`src/hdl/spr_defines.svh`:
```
`ifndef SPR_DEFINES_SVH
`define SPR_DEFINES_SVH

// ==========================================================================
// Serial format
`define SPR_ADDR_W       15
`define SPR_DATA_W       8
`define SPR_INSTR_LAST   4'hF
`define SPR_BYTE_LAST    4'h7
`define SPR_NIBBLE_LAST  4'h3
`define SPR_RW_BIT       15
`define SPR_SCLK_MAX_MHZ 100

// ==========================================================================
// Register map
`define SPR_CFG_ADDR     15'h0000
`define SPR_TUNE_LO_ADDR 15'h000A
`define SPR_TUNE_HI_ADDR 15'h000B
`define SPR_LOAD_ADDR    15'h000C
`define SPR_LOAD_BIT     0
`define SPR_REG_RESET    8'h00
`define SPR_TUNE_RESET   16'h0000

// ==========================================================================
// Interface configuration fields, upper and mirrored lower copy
`define SPR_CFG_SRST_HI  7
`define SPR_CFG_LSB_HI   6
`define SPR_CFG_INC_HI   5
`define SPR_CFG_SDO_HI   4
`define SPR_CFG_SDO_LO   3
`define SPR_CFG_INC_LO   2
`define SPR_CFG_LSB_LO   1
`define SPR_CFG_SRST_LO  0

`endif

```
`src/hdl/spr_pkg.sv`:
```
package spr_pkg;

  typedef enum logic [1:0] {
    SPR_IDLE  = 2'h0,
    SPR_INSTR = 2'h1,
    SPR_READ  = 2'h3,
    SPR_WRITE = 2'h2
  } spr_state_t;

  typedef logic [14:0] spr_addr_t;
  typedef logic [7:0]  spr_byte_t;

endpackage

```
`src/hdl/spr_if.sv`:
```
`timescale 1ns/100ps
`default_nettype none

interface spr_if;
  import spr_pkg::*;
  logic        wr_en;
  logic        cfg_wr;
  spr_addr_t   wr_addr;
  spr_byte_t   wr_data;
  logic [3:0]  cfg_nibble;
  spr_addr_t   rd_addr;
  spr_byte_t   rd_data;
  logic        lsb_first;
  logic        step_up;
  logic        four_wire;
  logic [15:0] tuning_word;

  modport core (
    output wr_en, cfg_wr, wr_addr, wr_data, cfg_nibble, rd_addr,
    input  rd_data, lsb_first, step_up, four_wire, tuning_word
  );
  modport regs (
    input  wr_en, cfg_wr, wr_addr, wr_data, cfg_nibble, rd_addr,
    output rd_data, lsb_first, step_up, four_wire, tuning_word
  );
endinterface

`default_nettype wire

```
`src/hdl/spr_register_port.sv`:
```
`timescale 1ns/100ps
`default_nettype none
`include "spr_defines.svh"

// Summary of operation
// - Instruction and data bits are sampled on serial clock rising edges.
// - Read data bits are launched on serial clock falling edges.
// - Data pin is released to high impedance while chip select is high.
// - Output-enable pair set selects 4-wire; cleared shares the data pin.
// - LSB-first pair selects bit order; default is MSB first.
// - MSB first: direction flag, A14 down to A0, then D7 down to D0.
// - LSB first: A0 up to A14, direction flag, then D0 up to D7.
// - First data byte accesses the address carried by the instruction.
// - Each further byte while selected accesses an address stepped by one.
// - Step-up pair set increments the address, cleared decrements it.
// - Chip select high then low aborts and restarts at the instruction.
// - Configuration writes use only the first data nibble, any bit order.
// - Soft reset control sits at bits 0 and 7 of configuration.
// - Instruction occupies the first sixteen rising edges: address and flag.
// - Direction flag one means read, zero means write.
// - Written bytes land on their last bit; tuning waits for load request.
module spr_register_port
  import spr_pkg::*;
#(
  parameter int REG_DEPTH = 16
) (
  // System
  input  wire logic        clk_sys,
  input  wire logic        reset,
  // Serial pins
  input  wire logic        sclk,
  input  wire logic        cs_n,
  input  wire logic        sdio_in,
  output logic             sdio_out,
  output logic             sdio_oe_n,
  output logic             serial_out_pin,
  output logic             serial_out_pin_oe_n,
  // Device side
  output logic [15:0]      tuning_word
);
  spr_if bus ();

  logic        sclk_rise;
  logic        sclk_fall;
  logic        cs_idle;
  logic        sdio_s;
  logic        lsb;
  logic [15:0] in_word;
  spr_byte_t   in_byte;
  spr_addr_t   stepped;

  spr_state_t  state;
  logic [3:0]  bit_cnt;
  logic [15:0] shift;
  spr_addr_t   addr;
  logic [3:0]  nib;
  spr_byte_t   tx;
  logic        load;
  logic        out_bit;
  logic        oe_sdio_n;
  logic        oe_sdo_n;
  logic        wr_en;
  logic        cfg_wr;
  spr_addr_t   wr_addr;
  spr_byte_t   wr_data;

  spr_state_t  next_state;
  logic [3:0]  next_bit_cnt;
  logic [15:0] next_shift;
  spr_addr_t   next_addr;
  logic [3:0]  next_nib;
  spr_byte_t   next_tx;
  logic        next_load;
  logic        next_out_bit;
  logic        next_oe_sdio_n;
  logic        next_oe_sdo_n;
  logic        next_wr_en;
  logic        next_cfg_wr;
  spr_addr_t   next_wr_addr;
  spr_byte_t   next_wr_data;

  // ==========================================================================
  // Pin synchronisers and register storage
  spr_pin_sync u_sync (
    .clk_sys   (clk_sys),
    .reset     (reset),
    .sclk      (sclk),
    .cs_n      (cs_n),
    .sdio_in   (sdio_in),
    .sclk_rise (sclk_rise),
    .sclk_fall (sclk_fall),
    .cs_idle   (cs_idle),
    .sdio_s    (sdio_s)
  );

  spr_regfile #(
    .REG_DEPTH (REG_DEPTH)
  ) u_regs (
    .clk_sys (clk_sys),
    .reset   (reset),
    .bus     (bus.regs)
  );

  // ==========================================================================
  // Bit assembly in either order
  assign lsb     = bus.lsb_first;
  assign in_word = lsb ? {sdio_s, shift[15:1]} : {shift[14:0], sdio_s};
  assign in_byte = lsb ? {sdio_s, shift[7:1]} : {shift[6:0], sdio_s};
  assign stepped = bus.step_up ? addr + 15'h0001 : addr - 15'h0001;

  // ==========================================================================
  // Transfer sequencer
  always_comb begin
    next_state     = state;
    next_bit_cnt   = bit_cnt;
    next_shift     = shift;
    next_addr      = addr;
    next_nib       = nib;
    next_tx        = tx;
    next_load      = 1'h0;
    next_out_bit   = out_bit;
    next_oe_sdio_n = oe_sdio_n;
    next_oe_sdo_n  = oe_sdo_n;
    next_wr_en     = 1'h0;
    next_cfg_wr    = 1'h0;
    next_wr_addr   = wr_addr;
    next_wr_data   = wr_data;
    // Fetch one cycle after the address settles, well ahead of the next fall
    if (load) begin
      next_tx = bus.rd_data;
    end
    if (cs_idle) begin
      next_state     = SPR_IDLE;
      next_bit_cnt   = 4'h0;
      next_oe_sdio_n = 1'h1;
      next_oe_sdo_n  = 1'h1;
    end else begin
      unique case (state)
        SPR_IDLE, SPR_INSTR: begin
          next_state = SPR_INSTR;
          if (sclk_rise) begin
            next_shift   = in_word;
            next_bit_cnt = bit_cnt + 4'h1;
            if (bit_cnt == `SPR_INSTR_LAST) begin
              next_bit_cnt = 4'h0;
              next_addr    = in_word[`SPR_ADDR_W-1:0];
              next_state   = in_word[`SPR_RW_BIT] ? SPR_READ : SPR_WRITE;
              next_load    = in_word[`SPR_RW_BIT];
            end
          end
        end
        SPR_WRITE: begin
          if (sclk_rise) begin
            next_shift   = {8'h00, in_byte};
            next_bit_cnt = bit_cnt + 4'h1;
            if (bit_cnt <= `SPR_NIBBLE_LAST) begin
              next_nib[bit_cnt[1:0]] = sdio_s;
            end
            if (bit_cnt == `SPR_BYTE_LAST) begin
              next_bit_cnt = 4'h0;
              next_wr_en   = 1'h1;
              next_cfg_wr  = (addr == `SPR_CFG_ADDR);
              next_wr_addr = addr;
              next_wr_data = in_byte;
              next_addr    = stepped;
            end
          end
        end
        SPR_READ: begin
          // Both pins carry the same bit; only the enables follow the wire mode
          if (sclk_fall) begin
            next_out_bit   = lsb ? tx[0] : tx[7];
            next_tx        = lsb ? {1'h0, tx[7:1]} : {tx[6:0], 1'h0};
            next_oe_sdio_n = bus.four_wire;
            next_oe_sdo_n  = ~bus.four_wire;
          end
          if (sclk_rise) begin
            next_bit_cnt = bit_cnt + 4'h1;
            if (bit_cnt == `SPR_BYTE_LAST) begin
              next_bit_cnt = 4'h0;
              next_addr    = stepped;
              next_load    = 1'h1;
            end
          end
        end
      endcase
    end
  end

  always_ff @(posedge clk_sys or posedge reset) begin
    if (reset) begin
      state     <= SPR_IDLE;
      bit_cnt   <= 4'h0;
      shift     <= 16'h0000;
      addr      <= `SPR_CFG_ADDR;
      nib       <= 4'h0;
      tx        <= `SPR_REG_RESET;
      load      <= 1'h0;
      out_bit   <= 1'h0;
      oe_sdio_n <= 1'h1;
      oe_sdo_n  <= 1'h1;
      wr_en     <= 1'h0;
      cfg_wr    <= 1'h0;
      wr_addr   <= `SPR_CFG_ADDR;
      wr_data   <= `SPR_REG_RESET;
    end else begin
      state     <= next_state;
      bit_cnt   <= next_bit_cnt;
      shift     <= next_shift;
      addr      <= next_addr;
      nib       <= next_nib;
      tx        <= next_tx;
      load      <= next_load;
      out_bit   <= next_out_bit;
      oe_sdio_n <= next_oe_sdio_n;
      oe_sdo_n  <= next_oe_sdo_n;
      wr_en     <= next_wr_en;
      cfg_wr    <= next_cfg_wr;
      wr_addr   <= next_wr_addr;
      wr_data   <= next_wr_data;
    end
  end

  // ==========================================================================
  // Outputs and register port
  assign sdio_out            = out_bit;
  assign sdio_oe_n           = oe_sdio_n;
  assign serial_out_pin      = out_bit;
  assign serial_out_pin_oe_n = oe_sdo_n;
  assign tuning_word         = bus.tuning_word;
  assign bus.wr_en           = wr_en;
  assign bus.cfg_wr          = cfg_wr;
  assign bus.wr_addr         = wr_addr;
  assign bus.wr_data         = wr_data;
  assign bus.cfg_nibble      = nib;
  assign bus.rd_addr         = addr;
endmodule

`default_nettype wire

```
`src/hdl/spr_pin_sync.sv`:
```
`timescale 1ns/100ps
`default_nettype none

module spr_pin_sync (
  // System
  input  wire logic clk_sys,
  input  wire logic reset,
  // Raw pins
  input  wire logic sclk,
  input  wire logic cs_n,
  input  wire logic sdio_in,
  // Synchronised view
  output logic      sclk_rise,
  output logic      sclk_fall,
  output logic      cs_idle,
  output logic      sdio_s
);
  // Bit order in the stages: {sdio, cs_n, sclk}
  logic [2:0] stage1;
  logic [2:0] stage2;
  logic       sclk_prev;
  logic [2:0] next_stage1;
  logic [2:0] next_stage2;
  logic       next_sclk_prev;

  always_comb begin
    next_stage1    = {sdio_in, cs_n, sclk};
    next_stage2    = stage1;
    next_sclk_prev = stage2[0];
  end

  always_ff @(posedge clk_sys or posedge reset) begin
    if (reset) begin
      stage1    <= 3'h2;
      stage2    <= 3'h2;
      sclk_prev <= 1'h0;
    end else begin
      stage1    <= next_stage1;
      stage2    <= next_stage2;
      sclk_prev <= next_sclk_prev;
    end
  end

  assign sclk_rise = stage2[0] & ~sclk_prev;
  assign sclk_fall = ~stage2[0] & sclk_prev;
  assign cs_idle   = stage2[1];
  assign sdio_s    = stage2[2];
endmodule

`default_nettype wire

```
`src/hdl/spr_regfile.sv`:
```
`timescale 1ns/100ps
`default_nettype none
`include "spr_defines.svh"

module spr_regfile
  import spr_pkg::*;
#(
  parameter int REG_DEPTH = 16
) (
  // System
  input  wire logic clk_sys,
  input  wire logic reset,
  // Core side
  spr_if.regs       bus
);
  localparam int IDX_W = $clog2(REG_DEPTH);
  localparam logic [IDX_W-1:0] CFG_IDX = IDX_W'(`SPR_CFG_ADDR);
  localparam logic [IDX_W-1:0] TLO_IDX = IDX_W'(`SPR_TUNE_LO_ADDR);
  localparam logic [IDX_W-1:0] THI_IDX = IDX_W'(`SPR_TUNE_HI_ADDR);

  spr_byte_t   regs [REG_DEPTH];
  spr_byte_t   next_regs [REG_DEPTH];
  logic [15:0] tuning;
  logic [15:0] next_tuning;
  logic [3:0]  nib;
  logic        wr_hit;
  logic        rd_hit;

  // ==========================================================================
  // Next values
  always_comb begin
    nib         = bus.cfg_nibble;
    next_regs   = regs;
    next_tuning = tuning;
    wr_hit      = bus.wr_en && (bus.wr_addr < spr_addr_t'(REG_DEPTH));
    if (regs[CFG_IDX][`SPR_CFG_SRST_HI]) begin
      for (int i = 0; i < REG_DEPTH; i++) begin
        next_regs[i] = `SPR_REG_RESET;
      end
      next_tuning = `SPR_TUNE_RESET;
    end else if (wr_hit && bus.cfg_wr) begin
      next_regs[CFG_IDX] = {nib[0], nib[1], nib[2], nib[3],
                            nib[3], nib[2], nib[1], nib[0]};
    end else if (wr_hit && bus.wr_addr == `SPR_LOAD_ADDR) begin
      if (bus.wr_data[`SPR_LOAD_BIT]) begin
        next_tuning = {regs[THI_IDX], regs[TLO_IDX]};
      end
    end else if (wr_hit) begin
      next_regs[bus.wr_addr[IDX_W-1:0]] = bus.wr_data;
    end
  end

  always_ff @(posedge clk_sys or posedge reset) begin
    if (reset) begin
      for (int i = 0; i < REG_DEPTH; i++) begin
        regs[i] <= `SPR_REG_RESET;
      end
      tuning <= `SPR_TUNE_RESET;
    end else begin
      regs   <= next_regs;
      tuning <= next_tuning;
    end
  end

  // ==========================================================================
  // Read side and configuration view
  assign rd_hit          = (bus.rd_addr < spr_addr_t'(REG_DEPTH)) &&
                           (bus.rd_addr != `SPR_LOAD_ADDR);
  assign bus.rd_data     = rd_hit ? regs[bus.rd_addr[IDX_W-1:0]] : `SPR_REG_RESET;
  assign bus.lsb_first   = regs[CFG_IDX][`SPR_CFG_LSB_HI];
  assign bus.step_up     = regs[CFG_IDX][`SPR_CFG_INC_HI];
  assign bus.four_wire   = regs[CFG_IDX][`SPR_CFG_SDO_HI];
  assign bus.tuning_word = tuning;
endmodule

`default_nettype wire

```
`config.mk`:
```
export PLATFORM = sky130hd
export DESIGN_NAME = spr_register_port
export DESIGN_NICKNAME = d
export VERILOG_FILES = /design/src/hdl/spr_pkg.sv /design/src/hdl/spr_if.sv /design/src/hdl/spr_register_port.sv /design/src/hdl/spr_pin_sync.sv /design/src/hdl/spr_regfile.sv
export VERILOG_INCLUDE_DIRS = /design/src /design/src/hdl
export SDC_FILE = /design/constraint.sdc
export NUM_CORES = 1
export LEC_CHECK = 0
export BUFFER_PORTS_ARGS = -buffer_cell sky130_fd_sc_hd__clkbuf_2
export CAP_MARGIN = 20
export CELL_PAD_IN_SITES_DETAIL_PLACEMENT = 1
export CELL_PAD_IN_SITES_GLOBAL_PLACEMENT = 1
export CORE_ASPECT_RATIO = 0.9
export CORE_MARGIN = 2
export CORE_UTILIZATION = 35
export DETAILED_ROUTE_END_ITERATION = 8
export PLACE_DENSITY_LB_ADDON = 0.08
export SLEW_MARGIN = 20
export SYNTH_ARGS = -nofsm -noshare
export SYNTH_HDL_FRONTEND = slang
export SYNTH_SLANG_ARGS = --single-unit
```
`constraint.sdc`:
```
create_clock -name clk_sys -period 7.9 [get_ports clk_sys]
set_clock_uncertainty 0.15 [all_clocks]
set_input_delay 0.395 -clock clk_sys [delete_from_list [all_inputs] [get_ports clk_sys]]
set_output_delay 0.395 -clock clk_sys [all_outputs]
set_load 0.01 [all_outputs]
```
==> impl_summary.txt, run 1 <==
----------------------------------------------------
[Layout]
  Final net count ... 1,128
  Share of cells above drive strength 1 ... 0.143
  Layout Area Growth over Synthesis ... 12.4%
  Fillers ... between 3,000 and 4,000
  Area taken by multi-input logic gates ... 0.00502 mm^2
  Final core occ ... 0.401
  Combined flip-flop and latch cell area ... between 0.005 and 0.006 mm^2
  Antenna Diode Count ... 0
  Finished Cell Area ... 0.0125 mm^2

[Critical path]
  Critical path launch point type ... flip-flop
  Critical-path cell list ... buf_4 -> inv_1 -> fa_1 -> nor2b_1 -> o2111ai_1 -> nand3_1 -> a41oi_1 -> nor2_1 -> mux2_2 -> a31oi_1
  Library cell contributing the largest single delay on the critical path ... sky130_fd_sc_hd__dfrtp_1
  Crit Path Max Fanout ... 18
  Critical Path End Type ... flip-flop
  Required time of the critical path ... between 8 and 9 ns
  Longest individual stage delay on the worst path ... about 0.86 ns
  Worst Setup Path Type ... reg2reg
  Arrival time reported for the critical path endpoint ... about 3.8 ns

[Timing]
  Maximum clock frequency ... about 290 MHz
  Total setup violations reported at the end of the flow ... 0
  Max-slew headroom ... 0.351
  Hold WS ... ~0.21 ns
  Final total negative setup slack ... 0 ns
  Slew at the pin closest to its max-slew limit ... ~0.97 ns
  Unrepaired setup endpoints after global routing ... no
  Final period utilization ... 0.440
  Final critical path time including I/O delays and setup ... about 3.5 ns
  Max Transition Viols Final ... 0
  Final Hold Vio Count ... 0

[Logic synthesis]
  Post-synth EDFFs ... 0
  Cell Area, Synth ... 0.0111 mm^2
  Unique cell type count in the Yosys netlist ... 60
  Number of instances in the synthesized netlist ... ~1,100
  Warnings from Yosys ... 0
  Commonest register cell after synthesis ... sky130_fd_sc_hd__dfrtp_1
  Post-synthesis async set-or-reset flop share ... 1.00
  Synth Register Bits ... between 200 and 250
  Post-Syn Area per Cell ... 10.0 um^2
  Syn nets ... 1,130
  Sequential cell area fraction in the yosys report ... 0.517

[Routing]
  Wire length on met1 ... approximately 17 mm
  Routed length per placed instance ... roughly 22 um
  Top layer reached by signal wires ... met4
  Antenna-violating nets left ... 0
  Routed Wire Length ... 34.2 mm
  Residual DRC count ... 0
  Met3 wire len ... ~1.5 mm
  Post-DR vias/cell ... 5.47
  Iteration count of the initial detailed-routing pass ... 4
  Met2 layer wire length in the routed design ... approximately 15 mm
  Vias post-DR ... 8,404
  Initial DRC count ... 510

[Global routing]
  Global-route wire length before repair ... about 53 mm
  Number of antenna violations at the first check in global routing ... 3
  Global route overflow ... 0
  Vias in the first global route ... 8,652
  Overall routing resource usage ... 0.210
  Pin count of the biggest net entering global routing ... ~120

[Clocking]
  Clk buf depth ... 3
  Number of CTS-inserted buffers ... 27
  Number of clock sinks ... roughly 230
  Postcts setup bufs ... 0
  TritonCTS clock tree ... done
  CTS H-tree lvls ... 1
  Clk root buf ... sky130_fd_sc_hd__clkbuf_16
  Clock-pin slew reported for the worst setup and hold paths after clock tree synthesis ... ~0.060 ns
  Later-pin clock latency in the skew report ... approximately 0.56 ns

[Floorplanning]
  Floorplan die area ... ~0.033 mm^2
  # IOs ... 25
  Chip width ... approximately 190 um
  Site Rows ... 61
  Floorplan core area ... 0.0311 mm^2
  Vertical extent of the die ... approximately 170 um
  Initial core utilization ... 0.357

[Placement]
  Final weighted congestion of routability-driven global placement ... 0.773
  Port Buffers ... 24
  Total cell area at the placement stage ... around 0.012 mm^2
  Estimated wirelength of the detail-placed design ... around 22 mm

[Power and ir drop]
  Power density cells ... slightly above 200 mW/mm^2
  Static leakage ... roughly 5.3 nW
  Worst vdd rail ir drop ... 0.152 mV

[Outcome]
  Run status ... completed

[Worst hold path]
  Hold crit path type ... reg2reg

[Job]
  Max_cap viols ... 0

----------------------------------------------------
[metrics by stage]
| step | power [mW] | setup WS, ns | cells |
|---|---|---|---|
| after global routing | 2.61 | 4.17 | 1535 |
| after floorplan | 1.26 | 1.09 | 1107 |
| final | 2.51 | 4.43 | 1535 |
| after global placement | 1.28 | 4.43 | 1481 |
| after CTS | 2.55 | 4.40 | 1535 |
| after detailed placement | 1.28 | 4.40 | 1481 |
[cell type report]
class                   instances  share of cell area
inverters                      11             0.00391
flip-flops and latches        229               0.461
clock buffers                  37              0.0620
repair buffers                 39              0.0205
well taps                     409              0.0411
clock inverters                13             0.00903
multi-input cells             797               0.403
[report_power, final]
part | internal, mW | switching, mW | leakage [nW]
Combinational | 0.0157 | 0.0478 | 1.71
Clock | 0.721 | 0.530 | 0.436
Sequential | 1.19 | 0.0123 | 3.16
[synthesized netlist by cell type, drive strengths merged (4+ instances only)]
cell,n,share of area
nand3,14,0.0063
nor2,52,0.018
buf,20,0.010
nand2b,7,0.0040
o21ai,44,0.020
xor2,7,0.0055
xnor2,6,0.0047
a221oi,8,0.0063
nor4b,4,0.0043
a22o,16,0.013
a21oi,146,0.066
inv,10,0.0034
mux2,20,0.020
nor4,6,0.0051
a22oi,8,0.0054
nor3,9,0.0050
nor2b,14,0.0079
mux2i,23,0.021
mux4,39,0.079
clkbuf,50,0.017
and2,4,0.0023
dfrtp,225,0.51
nand2,299,0.10
a21o,6,0.0041
a31oi,8,0.0045
ha,17,0.019
dfstp,4,0.0095
[final timing paths]
| kind | start | to | slack [ns] | cells past startpoint |
|---|---|---|---|---|
| worst min register to register | u_sync.next_stage2[0]$_DFF_PP0_ | u_sync.stage2[0]$_DFF_PP0_ | 0.21 | 0 |
| max in group asynchronous | reset | bus.wr_en$_DFF_PP0_ | 6.04 | 4 |
| worst max register to register | addr[1]$_DFFE_PP0P_ | addr[12]$_DFFE_PP0P_ | 4.43 | 10 |
| min in group asynchronous | reset | u_regs.bus.tuning_word[11]$_DFFE_PP0P_ | 0.34 | 3 |
| worst max-delay path | addr[1]$_DFFE_PP0P_ | addr[12]$_DFFE_PP0P_ | 4.43 | 10 |
| worst min-delay path | u_sync.next_stage2[0]$_DFF_PP0_ | u_sync.stage2[0]$_DFF_PP0_ | 0.21 | 0 |
[kinds of logic after synthesis]
family,Yosys count,share of synthesized area
AO/OA/AOI/OAI,255,0.133
multiplexers,82,0.120
flip-flops,229,0.517
buffers and inverters,81,0.0310
AND/OR/NAND/NOR,429,0.167
adder cells (fa/ha/maj),18,0.0210
XOR/XNOR,13,0.0103
[critical path, delay by kind of cell (launching register included)]
| kind | cells | cell delay, ns |
|---|---|---|
| DFF | 1 | 0.86 |
| buffers and inverters | 2 | 0.61 |
| AOI/OAI and AO/OA | 3 | 0.51 |
| and+or+nand+nor | 3 | 0.49 |
| adders and majority gates | 1 | 0.42 |
| muxes | 1 | 0.34 |
[sequential cells by signal, summed over array words and instances (netlist names), 2 cells and up]
signal                  cells
bit_cnt                     4
u_sync.next_stage2          3
u_sync.stage2               3
addr                       15
bus.wr_data                 8
shift                      16
bus.cfg_nibble              4
u_regs.regs               125
tx                          8
u_regs.bus.tuning_word     16
state                       2
bus.wr_addr                15
[what timing repair did]
| item | 4_1_cts | 5_1_grt |
|---|---|---|
| resized for setup | 0 | 0 |
| hold buffers | 4 | 0 |
| endpoints found under the hold margin | 106 | 0 |
[placed cells by master, fill, tap and decap left out, types with 9 or more instances in the layout]
cell                        count
sky130_fd_sc_hd__a21oi_1      146
sky130_fd_sc_hd__a22o_1        16
sky130_fd_sc_hd__buf_4         10
sky130_fd_sc_hd__clkbuf_16     27
sky130_fd_sc_hd__clkbuf_2      24
sky130_fd_sc_hd__dfrtp_1      222
sky130_fd_sc_hd__ha_1          17
sky130_fd_sc_hd__inv_1          9
sky130_fd_sc_hd__mux2_2        20
sky130_fd_sc_hd__mux2i_1       23
sky130_fd_sc_hd__mux4_2        39
sky130_fd_sc_hd__nand2_1      299
sky130_fd_sc_hd__nand3_1       14
sky130_fd_sc_hd__nor2_1        50
sky130_fd_sc_hd__nor2b_1       14
sky130_fd_sc_hd__o21ai_0       44
[routing by layer]
layer,GRT usage,vias to the layer above
li1,-,3878
met1,0.328,4376
met2,0.303,117
met5,0,-
met4,0.0375,0
met3,0.0384,33
No activity file was read; power rests on OpenSTA's default activity.
==> run 2, diff against run 1 <==
--- a/config.mk
+++ b/config.mk
@@ -6,6 +6,7 @@
 export SDC_FILE = /design/constraint.sdc
 export NUM_CORES = 1
 export LEC_CHECK = 0
+export ABC_AREA = 1
 export BUFFER_PORTS_ARGS = -buffer_cell sky130_fd_sc_hd__clkbuf_2
 export CAP_MARGIN = 20
 export CELL_PAD_IN_SITES_DETAIL_PLACEMENT = 1
==> constraint.sdc (replaced) <==
create_clock -name clk_sys -period 3.2 [get_ports clk_sys]
set_clock_uncertainty 0.15 [all_clocks]
set_input_delay 0.16 -clock clk_sys [delete_from_list [all_inputs] [get_ports clk_sys]]
set_output_delay 0.16 -clock clk_sys [all_outputs]
set_load 0.01 [all_outputs]
==> run 2 against run 1 <==
  * Combinational power rose to 2.9 times the previous value
  * Cell count increased by 37%
  * Worst hold slack got worse by 0.12 ns
  * Setup slack worse by 3.8 ns
  * Via count increased by 27%
  * Critical endpoint is now tx[3]$_DFF_PP0_
==> impl_summary.txt, run 2 <==
----------------------------------------------------
[Clocking]
  Later-pin clock latency in the skew report ... 0.56 ns (about the same)
  PostCTS Resize Cnt ... 0 (unchanged)
  Postcts setup bufs ... 0 (unchanged)
  Clk root buf ... sky130_fd_sc_hd__clkbuf_16
  Number of clock sinks ... 229 (unchanged)
  Clock-pin slew reported for the worst setup and hold paths after clock tree synthesis ... 0.06 ns (about the same)
  Number of CTS-inserted buffers ... 28 (+3.7%)
  TritonCTS clock tree ... done
  CTS H-tree lvls ... 1 (unchanged)
  Hold-fix buffer count after cts ... 5 (+1)
  Clk buf depth ... 3 (unchanged)

[Global routing]
  Number of antenna violations at the first check in global routing ... 0 (-3)
  Vias in the first global route ... 10,859 (+26%)
  Overall routing resource usage ... 0.231 (+0.0215)
  Global-route wire length before repair ... 63.3 mm (+19%)
  Global route overflow ... 0 (unchanged)
  Pin count of the biggest net entering global routing ... 113 (-8.1%)

[Logic synthesis]
  Post-synth EDFFs ... 0 (unchanged)
  Sequential cell area fraction in the yosys report ... 0.481 (-0.0361)
  Synth Register Bits ... 229 (unchanged)
  Warnings from Yosys ... 0 (unchanged)
  Number of instances in the synthesized netlist ... 1,607 (+45%)
  Fraction of synthesized cell area taken by the top area cell type ... 0.472 (-0.0355)
  Commonest register cell after synthesis ... sky130_fd_sc_hd__dfrtp_1
  Count leader, synth ... sky130_fd_sc_hd__nand2_1
  Post-synth top cells ... sky130_fd_sc_hd__nand2_1 (531), sky130_fd_sc_hd__dfrtp_1 (225), sky130_fd_sc_hd__nand3_1 (215), sky130_fd_sc_hd__nor2_1 (148), sky130_fd_sc_hd__inv_1 (139)
  Cell Area, Synth ... 0.0119 mm^2 (+7.5%)
  Post-synthesis async set-or-reset flop share ... 1.00 (unchanged)
  Largest area contributor in the netlist ... sky130_fd_sc_hd__dfrtp_1
  Synth area leaders ... sky130_fd_sc_hd__dfrtp_1 (47%), sky130_fd_sc_hd__nand2_1 (17%), sky130_fd_sc_hd__nand3_1 (9.0%)
  Post-Syn Area per Cell ... 7.42 um^2 (-26%)
  Syn nets ... 1,630 (+44%)
  Unique cell type count in the Yosys netlist ... 38 (-37%)

[Routing]
  Met2 layer wire length in the routed design ... 17.7 mm (+20%)
  Residual DRC count ... 0 (unchanged)
  Vias post-DR ... 10,633 (+27%)
  Post-DR vias/cell ... 5.06 (-7.6%)
  Met3 wire len ... 1.15 mm (-24%)
  Routed Wire Length ... 39.6 mm (+16%)
  Wire length on met1 ... 20.2 mm (+16%)
  Iteration count of the initial detailed-routing pass ... 5 (+1)
  Initial DRC count ... 633 (+24%)
  Antenna-violating nets left ... 0 (unchanged)
  Routed length per placed instance ... 18.9 um (-15%)
  Top layer reached by signal wires ... met4

[Floorplanning]
  Initial core utilization ... 0.353 (-0.00420)
  Floorplan core area ... 0.0338 mm^2 (+8.8%)
  Site Rows ... 64 (+4.9%)
  Vertical extent of the die ... 179 um (+3.6%)
  # IOs ... 25 (unchanged)
  Chip width ... 199 um (+3.6%)
  Floorplan die area ... 0.0355 mm^2 (+7.3%)

[Timing]
  Final critical path time including I/O delays and setup ... 2.54 ns (-0.930 ns)
  Maximum clock frequency ... 393 MHz (+37%)
  Final Hold Vio Count ... 0 (unchanged)
  Total setup violations reported at the end of the flow ... 0 (unchanged)
  Slew at the pin closest to its max-slew limit ... 1.00 ns (+0.0274 ns)
  Final period utilization ... 0.795 (+0.355)
  Max-slew headroom ... 0.332 (-0.0183)
  Max Transition Viols Final ... 0 (unchanged)
  Unrepaired setup endpoints after global routing ... no

[Placement]
  Final weighted congestion of routability-driven global placement ... 0.818 (+5.8%)
  Estimated wirelength of the detail-placed design ... 26.8 mm (+20%)
  Port Buffers ... 24 (unchanged)

[Power and ir drop]
  Power density cells ... 470 mW/mm^2 (+130%)
  Static leakage ... 6.74 nW (+27%)
  Worst vdd rail ir drop ... 0.369 mV (+140%)
  Power consumption ... 6.33 mW (+150%)

[Layout]
  Most used cells in the layout excluding fill and tap cells ... sky130_fd_sc_hd__nand2_1 (531), sky130_fd_sc_hd__dfrtp_1 (224), sky130_fd_sc_hd__nand3_1 (215)
  Layout Area Growth over Synthesis ... 13.0%
  Final core occ ... 0.399 (-0.00264)
  Max reg flops ... 125 (unchanged)
  Final net count ... 1,641 (+45%)
  Most common library cell in the layout ignoring fill and taps ... sky130_fd_sc_hd__nand2_1
  Most flop-heavy register ... u_regs.regs
  Antenna Diode Count ... 0 (unchanged)
  Share of cells above drive strength 1 ... 0.0775 (-0.0655)

[Critical path]
  Required time of the critical path ... 3.48 ns (-4.75 ns)
  Arrival time reported for the critical path endpoint ... 2.82 ns (-0.98 ns)
  Worst Setup Path Type ... reg2reg
  Critical Path End Type ... flip-flop
  Crit Path Max Fanout ... 21 (+3)
  Critical path launch point type ... flip-flop

[Outcome]
  Run status ... completed

[Worst hold path]
  Hold crit path type ... in2reg

[Job]
  Max_cap viols ... 0 (unchanged)

----------------------------------------------------
[run 2: cell types whose count changed in the layout (fill, tap and decap cells not counted), sizes merged, moves of 16 or more]
cell	change
nand3	+202
a21oi	-96
inv	+135
mux2i	-23
nor2	+98
nand2	+232
mux4	-39
mux2	-20
a22o	-16
buf	+18
o21ai	+98
[run 2: report_power, final]
part / switching, mW / internal [mW]
clock: 1.28 / 1.91
sequential: 0.0214 / 2.94
combinational: 0.140 / 0.0449
[run 2: per-layer routing]
layer,vias to the layer above,global-route usage
li1,5173,-
met1,5305,0.343
met2,112,0.366
met3,43,0.0290
met4,0,0.0370
met5,-,0
[run 2: final timing paths]
path                                                  from                               to  slack [ns]  depth (start not counted)
max                                   state[1]$_DFFE_PP0P_                  tx[3]$_DFF_PP0_        0.66                          5
min in group asynchronous                            reset      bus.wr_addr[14]$_DFFE_PP0P_        0.55                          4
max reg2reg                           state[1]$_DFFE_PP0P_                  tx[3]$_DFF_PP0_        0.66                          5
max in group asynchronous                            reset            shift[12]$_DFFE_PP0P_        1.44                          5
min                                                   cs_n  u_sync.next_stage2[1]$_DFF_PP1_        0.09                          2
min reg2reg                u_sync.next_stage2[2]$_DFF_PP0_       u_sync.stage2[2]$_DFF_PP0_        0.20                          0
[run 2: cell type report]
cell class | count | area, um^2
clock buffer | 49 | 911
clock inverter | 2 | 10.0
fill | 4248 | 20300
inverter | 147 | 556
multi-input combinational | 1154 | 5240
sequential | 229 | 5740
tap | 462 | 578
timing repair buffer | 58 | 438
[run 2: cell families (layout without fill, tap and decap cells)]
kind of cell	after synthesis	in the layout	share of synthesized area
compound gates	215	215	0.0977
xor+xnor	5	5	0.00367
fa+ha+maj	18	18	0.0195
buf+inv	224	256	0.0788
flops	229	229	0.481
simple gates	916	916	0.319
[run 2: worst max-delay path, cell delays in order, from the launching register on]
cell                       delay, ns
sky130_fd_sc_hd__dfrtp_1        0.89
sky130_fd_sc_hd__nand2_1        0.17
sky130_fd_sc_hd__inv_1          0.23
sky130_fd_sc_hd__nand3_1        0.48
sky130_fd_sc_hd__a211oi_1       0.40
sky130_fd_sc_hd__nor2_1         0.09
[run 2: per-stage QoR]
stage	hold WS, ns	setup slack, ns	std cells	setup TNS, ns	area, um^2
2_1_floorplan	0.0145	-0.101	1607	-22.66	11900
3_3_place_gp	-0.0305	0.685	2045	0	12500
3_5_place_dp	-0.0297	0.667	2045	0	12500
4_1_cts	0.0682	0.677	2101	0	13500
5_1_grt	0.0915	0.389	2101	0	13500
6_report	0.0899	0.657	2101	0	13500
==> run 3, diff against run 2 <==
==> constraint.sdc (replaced) <==
create_clock -name clk_sys -period 2.1 [get_ports clk_sys]
set_clock_uncertainty 0.15 [all_clocks]
set_input_delay 0.105 -clock clk_sys [delete_from_list [all_inputs] [get_ports clk_sys]]
set_output_delay 0.105 -clock clk_sys [all_outputs]
set_load 0.01 [all_outputs]
==> run 3 against run 2 <==
  * Sequential power grew 52%
  * Routed wire length rose by 4.0%
  * Die area stayed put
  * Setup slack worse by 0.57 ns
  * Flip-flop and latch count unchanged
  * Cell area up 7.6%
  * Highest routed layer unchanged
  * First-iteration DRC count rose by 21%
  * Cell count is 3.2% higher
  * Critical endpoint is now tx[2]$_DFF_PP0_
  * Combinational power rose by 89%
  * Critical path depth rose by 3
  * Sequential share of layout area fell by 3.0 points
  * Total power up 54%
==> impl_summary.txt, run 3 (synthesis results as in run 2) <==
----------------------------------------------------
[Outcome]
  Run status ... completed

[Global routing]
  Global route overflow ... 0 (unchanged)
  Overall routing resource usage ... 0.236 (+0.00530)
  Number of antenna violations at the first check in global routing ... 0 (unchanged)
  Pin count of the biggest net entering global routing ... 44 (-61%)
  Vias in the first global route ... 11,205 (+3.2%)
  Global-route wire length before repair ... 64.8 mm (+2.4%)

[Floorplanning]
  Floorplan core area ... 0.0338 mm^2 (unchanged)
  Vertical extent of the die ... 179 um (unchanged)
  # IOs ... 25 (unchanged)
  Initial core utilization ... 0.353 (unchanged)
  Chip width ... 199 um (unchanged)
  Floorplan die area ... 0.0355 mm^2 (unchanged)
  Site Rows ... 64 (unchanged)

[Timing]
  Max Transition Viols Final ... 0 (unchanged)
  Max-slew headroom ... 0.501 (+0.169)
  Maximum clock frequency ... 497 MHz (+26%)
  Setup slack after layout ... 0.0891 ns (-0.568 ns)
  Hold WS ... 0.0495 ns (-0.0405 ns)
  Final critical path time including I/O delays and setup ... 2.01 ns (-0.532 ns)
  Final Hold Vio Count ... 0 (unchanged)
  Final period utilization ... 0.958 (+0.163)
  Total setup violations reported at the end of the flow ... 0 (unchanged)
  Slew at the pin closest to its max-slew limit ... 0.740 ns (-0.261 ns)
  Unrepaired setup endpoints after global routing ... yes

[Routing]
  Initial DRC count ... 767 (+21%)
  Vias post-DR ... 10,961 (+3.1%)
  Post-DR vias/cell ... 5.05 (-0.15%)
  Routed length per placed instance ... 19.0 um (+0.72%)
  Antenna-violating nets left ... 0 (unchanged)
  Residual DRC count ... 0 (unchanged)
  Iteration count of the initial detailed-routing pass ... 5 (unchanged)
  Routed Wire Length ... 41.2 mm (+4.0%)

[Critical path]
  Critical path launch point type ... flip-flop
  Number of buffers and inverters on the critical path ... 1 (unchanged)
  Crit. Startpoint ... addr[0]$_DFFE_PP0P_
  Cell count of the worst reg-to-reg path ... 8 (+3)
  Longest individual stage delay on the worst path ... 0.52 ns (-0.37 ns)
  Crit. path cell count ... 8 (+3)
  Required time of the critical path ... 2.43 ns (-1.05 ns)
  Worst Setup Path Type ... reg2reg
  Library cell contributing the largest single delay on the critical path ... sky130_fd_sc_hd__dfrtp_2
  Critical Path End Type ... flip-flop
  Worst R2R Setup Slack ... 0.09 ns (-0.57 ns)
  End of the critical path ... tx[2]$_DFF_PP0_
  Arrival time reported for the critical path endpoint ... 2.34 ns (-0.48 ns)
  Startpoint of the worst-slack reg-to-reg timing path ... addr[0]$_DFFE_PP0P_
  Top Family by Delay on Critical Path ... simple AND/OR/NAND/NOR gates
  Reg2reg end ... tx[2]$_DFF_PP0_
  Critical-path cell list ... buf_8 -> o21ai_0 -> nand2_1 -> nand2_1 -> nand3_1 -> nor2_2 -> nor2_1 -> nor2_1
  Crit Path Max Fanout ... 25 (+19%)

[Layout]
  Share of cells above drive strength 1 ... 0.142 (+0.0643)
  Fillers ... 4,188 (-1.4%)
  Final core occ ... 0.429 (+0.0301)
  Layout Area Growth over Synthesis ... 21.6%
  Final net count ... 1,710 (+4.2%)
  Antenna Diode Count ... 0 (unchanged)
  Final Instance Count excl. Fillers ... 2,169 (+3.2%)
  Max reg flops ... 125 (unchanged)
  Most flop-heavy register ... u_regs.regs
  Most used cells in the layout excluding fill and tap cells ... sky130_fd_sc_hd__nand2_1 (518), sky130_fd_sc_hd__dfrtp_1 (223), sky130_fd_sc_hd__nand3_1 (212)
  Most common library cell in the layout ignoring fill and taps ... sky130_fd_sc_hd__nand2_1

[Worst hold path]
  Hold crit path type ... in2reg

[Clocking]
  Clk buf depth ... 3 (unchanged)
  Clock-pin slew reported for the worst setup and hold paths after clock tree synthesis ... 0.07 ns (about the same)
  CTS H-tree lvls ... 1 (unchanged)
  Clk root buf ... sky130_fd_sc_hd__clkbuf_16
  TritonCTS clock tree ... done
  Later-pin clock latency in the skew report ... 0.56 ns (about the same)
  Number of clock sinks ... 229 (unchanged)
  Number of CTS-inserted buffers ... 28 (unchanged)

[Power and ir drop]
  Static leakage ... 7.20 nW (+6.9%)
  Power density cells ... 672 mW/mm^2 (+43%)
  Worst vdd rail ir drop ... 0.528 mV (+43%)

[Placement]
  Cells after DPL ... 2,108 (+3.1%)
  DP Worst Slack ... 0.0211 ns (-0.646 ns)
  Estimated wirelength of the detail-placed design ... 28.6 mm (+6.5%)
  Final weighted congestion of routability-driven global placement ... 0.879 (+7.5%)
  Port Buffers ... 24 (unchanged)

[Job]
  Max_cap viols ... 0 (unchanged)

----------------------------------------------------
==> run 3: changes by cell type in the layout (fill, tap and decap cells not counted), sizes merged <==
| cell | change |
|---|---|
| clkbuf | -1 |
| bufinv | +1 |
| buf | +67 |
| clkinv | +1 |
==> run 3: worst min-delay path by stage <==
stage / depth (start not counted) / to / slack [ns] / start
finish: 2 / u_sync.next_stage2[1]$_DFF_PP1_ / 0.05 / cs_n
global route: 2 / u_sync.next_stage2[1]$_DFF_PP1_ / 0.06 / cs_n
CTS: 2 / u_sync.next_stage2[1]$_DFF_PP1_ / 0.03 / cs_n
detailed placement: 2 / u_regs.regs[25]$_DFFE_PP0P_ / -0.04 / reset
global placement: 2 / u_regs.regs[25]$_DFFE_PP0P_ / -0.03 / reset
floorplan: 0 / u_sync.next_stage2[1]$_DFF_PP1_ / -0.04 / cs_n
==> run 3: repair_timing <==
action | CTS | global route
gates cloned | 0 | 2
hold buffers | 5 | 0
pin swaps | 0 | 5
endpoints found under the setup margin | 2 | 144
gates resized for setup | 1 | 71
hold endpoints to repair | 232 | 0
buffers inserted | 0 | 4
==> run 3: final cells by class <==
| type | count | area [um^2] | share of cell area |
|---|---|---|---|
| sequential | 229 | 5740 | 0.396 |
| multi-input combinational | 1154 | 5480 | 0.378 |
| inverter | 147 | 566 | 0.0390 |
| timing repair buffer | 127 | 1210 | 0.0835 |
| clock buffer | 46 | 870 | 0.0600 |
| clock inverter | 4 | 45.0 | 0.00311 |
| tap | 462 | 578 | 0.0399 |
==> run 3: power by group <==
part           internal (mW)  leakage [nW]  switching, mW  total, mW
clock network           2.92         0.451           1.97       4.88
logic                  0.100          3.60          0.249      0.349
registers               4.48          3.16         0.0335       4.51
==> run 3: routing by layer <==
layer | share of wire | track usage | up-vias
li1 | - | - | 5325
met1 | 0.50 | 0.351 | 5431
met2 | 0.44 | 0.372 | 151
met3 | 0.032 | 0.0246 | 54
met4 | 0.021 | 0.0510 | 0
met5 | 0 | 0 | -
==> run 3: stage by stage <==
| stage | power, mW | instance area, um^2 | TNS [ns] |
|---|---|---|---|
| 6_report | 9.74 | 14500 | 0 |
| 5_1_grt | 10.1 | 14500 | -0.105 |
| 4_1_cts | 9.86 | 14100 | 0 |
| 3_5_place_dp | 4.94 | 13200 | 0 |
| 3_3_place_gp | 4.93 | 13200 | 0 |
| 2_1_floorplan | 4.77 | 11900 | -259.26 |
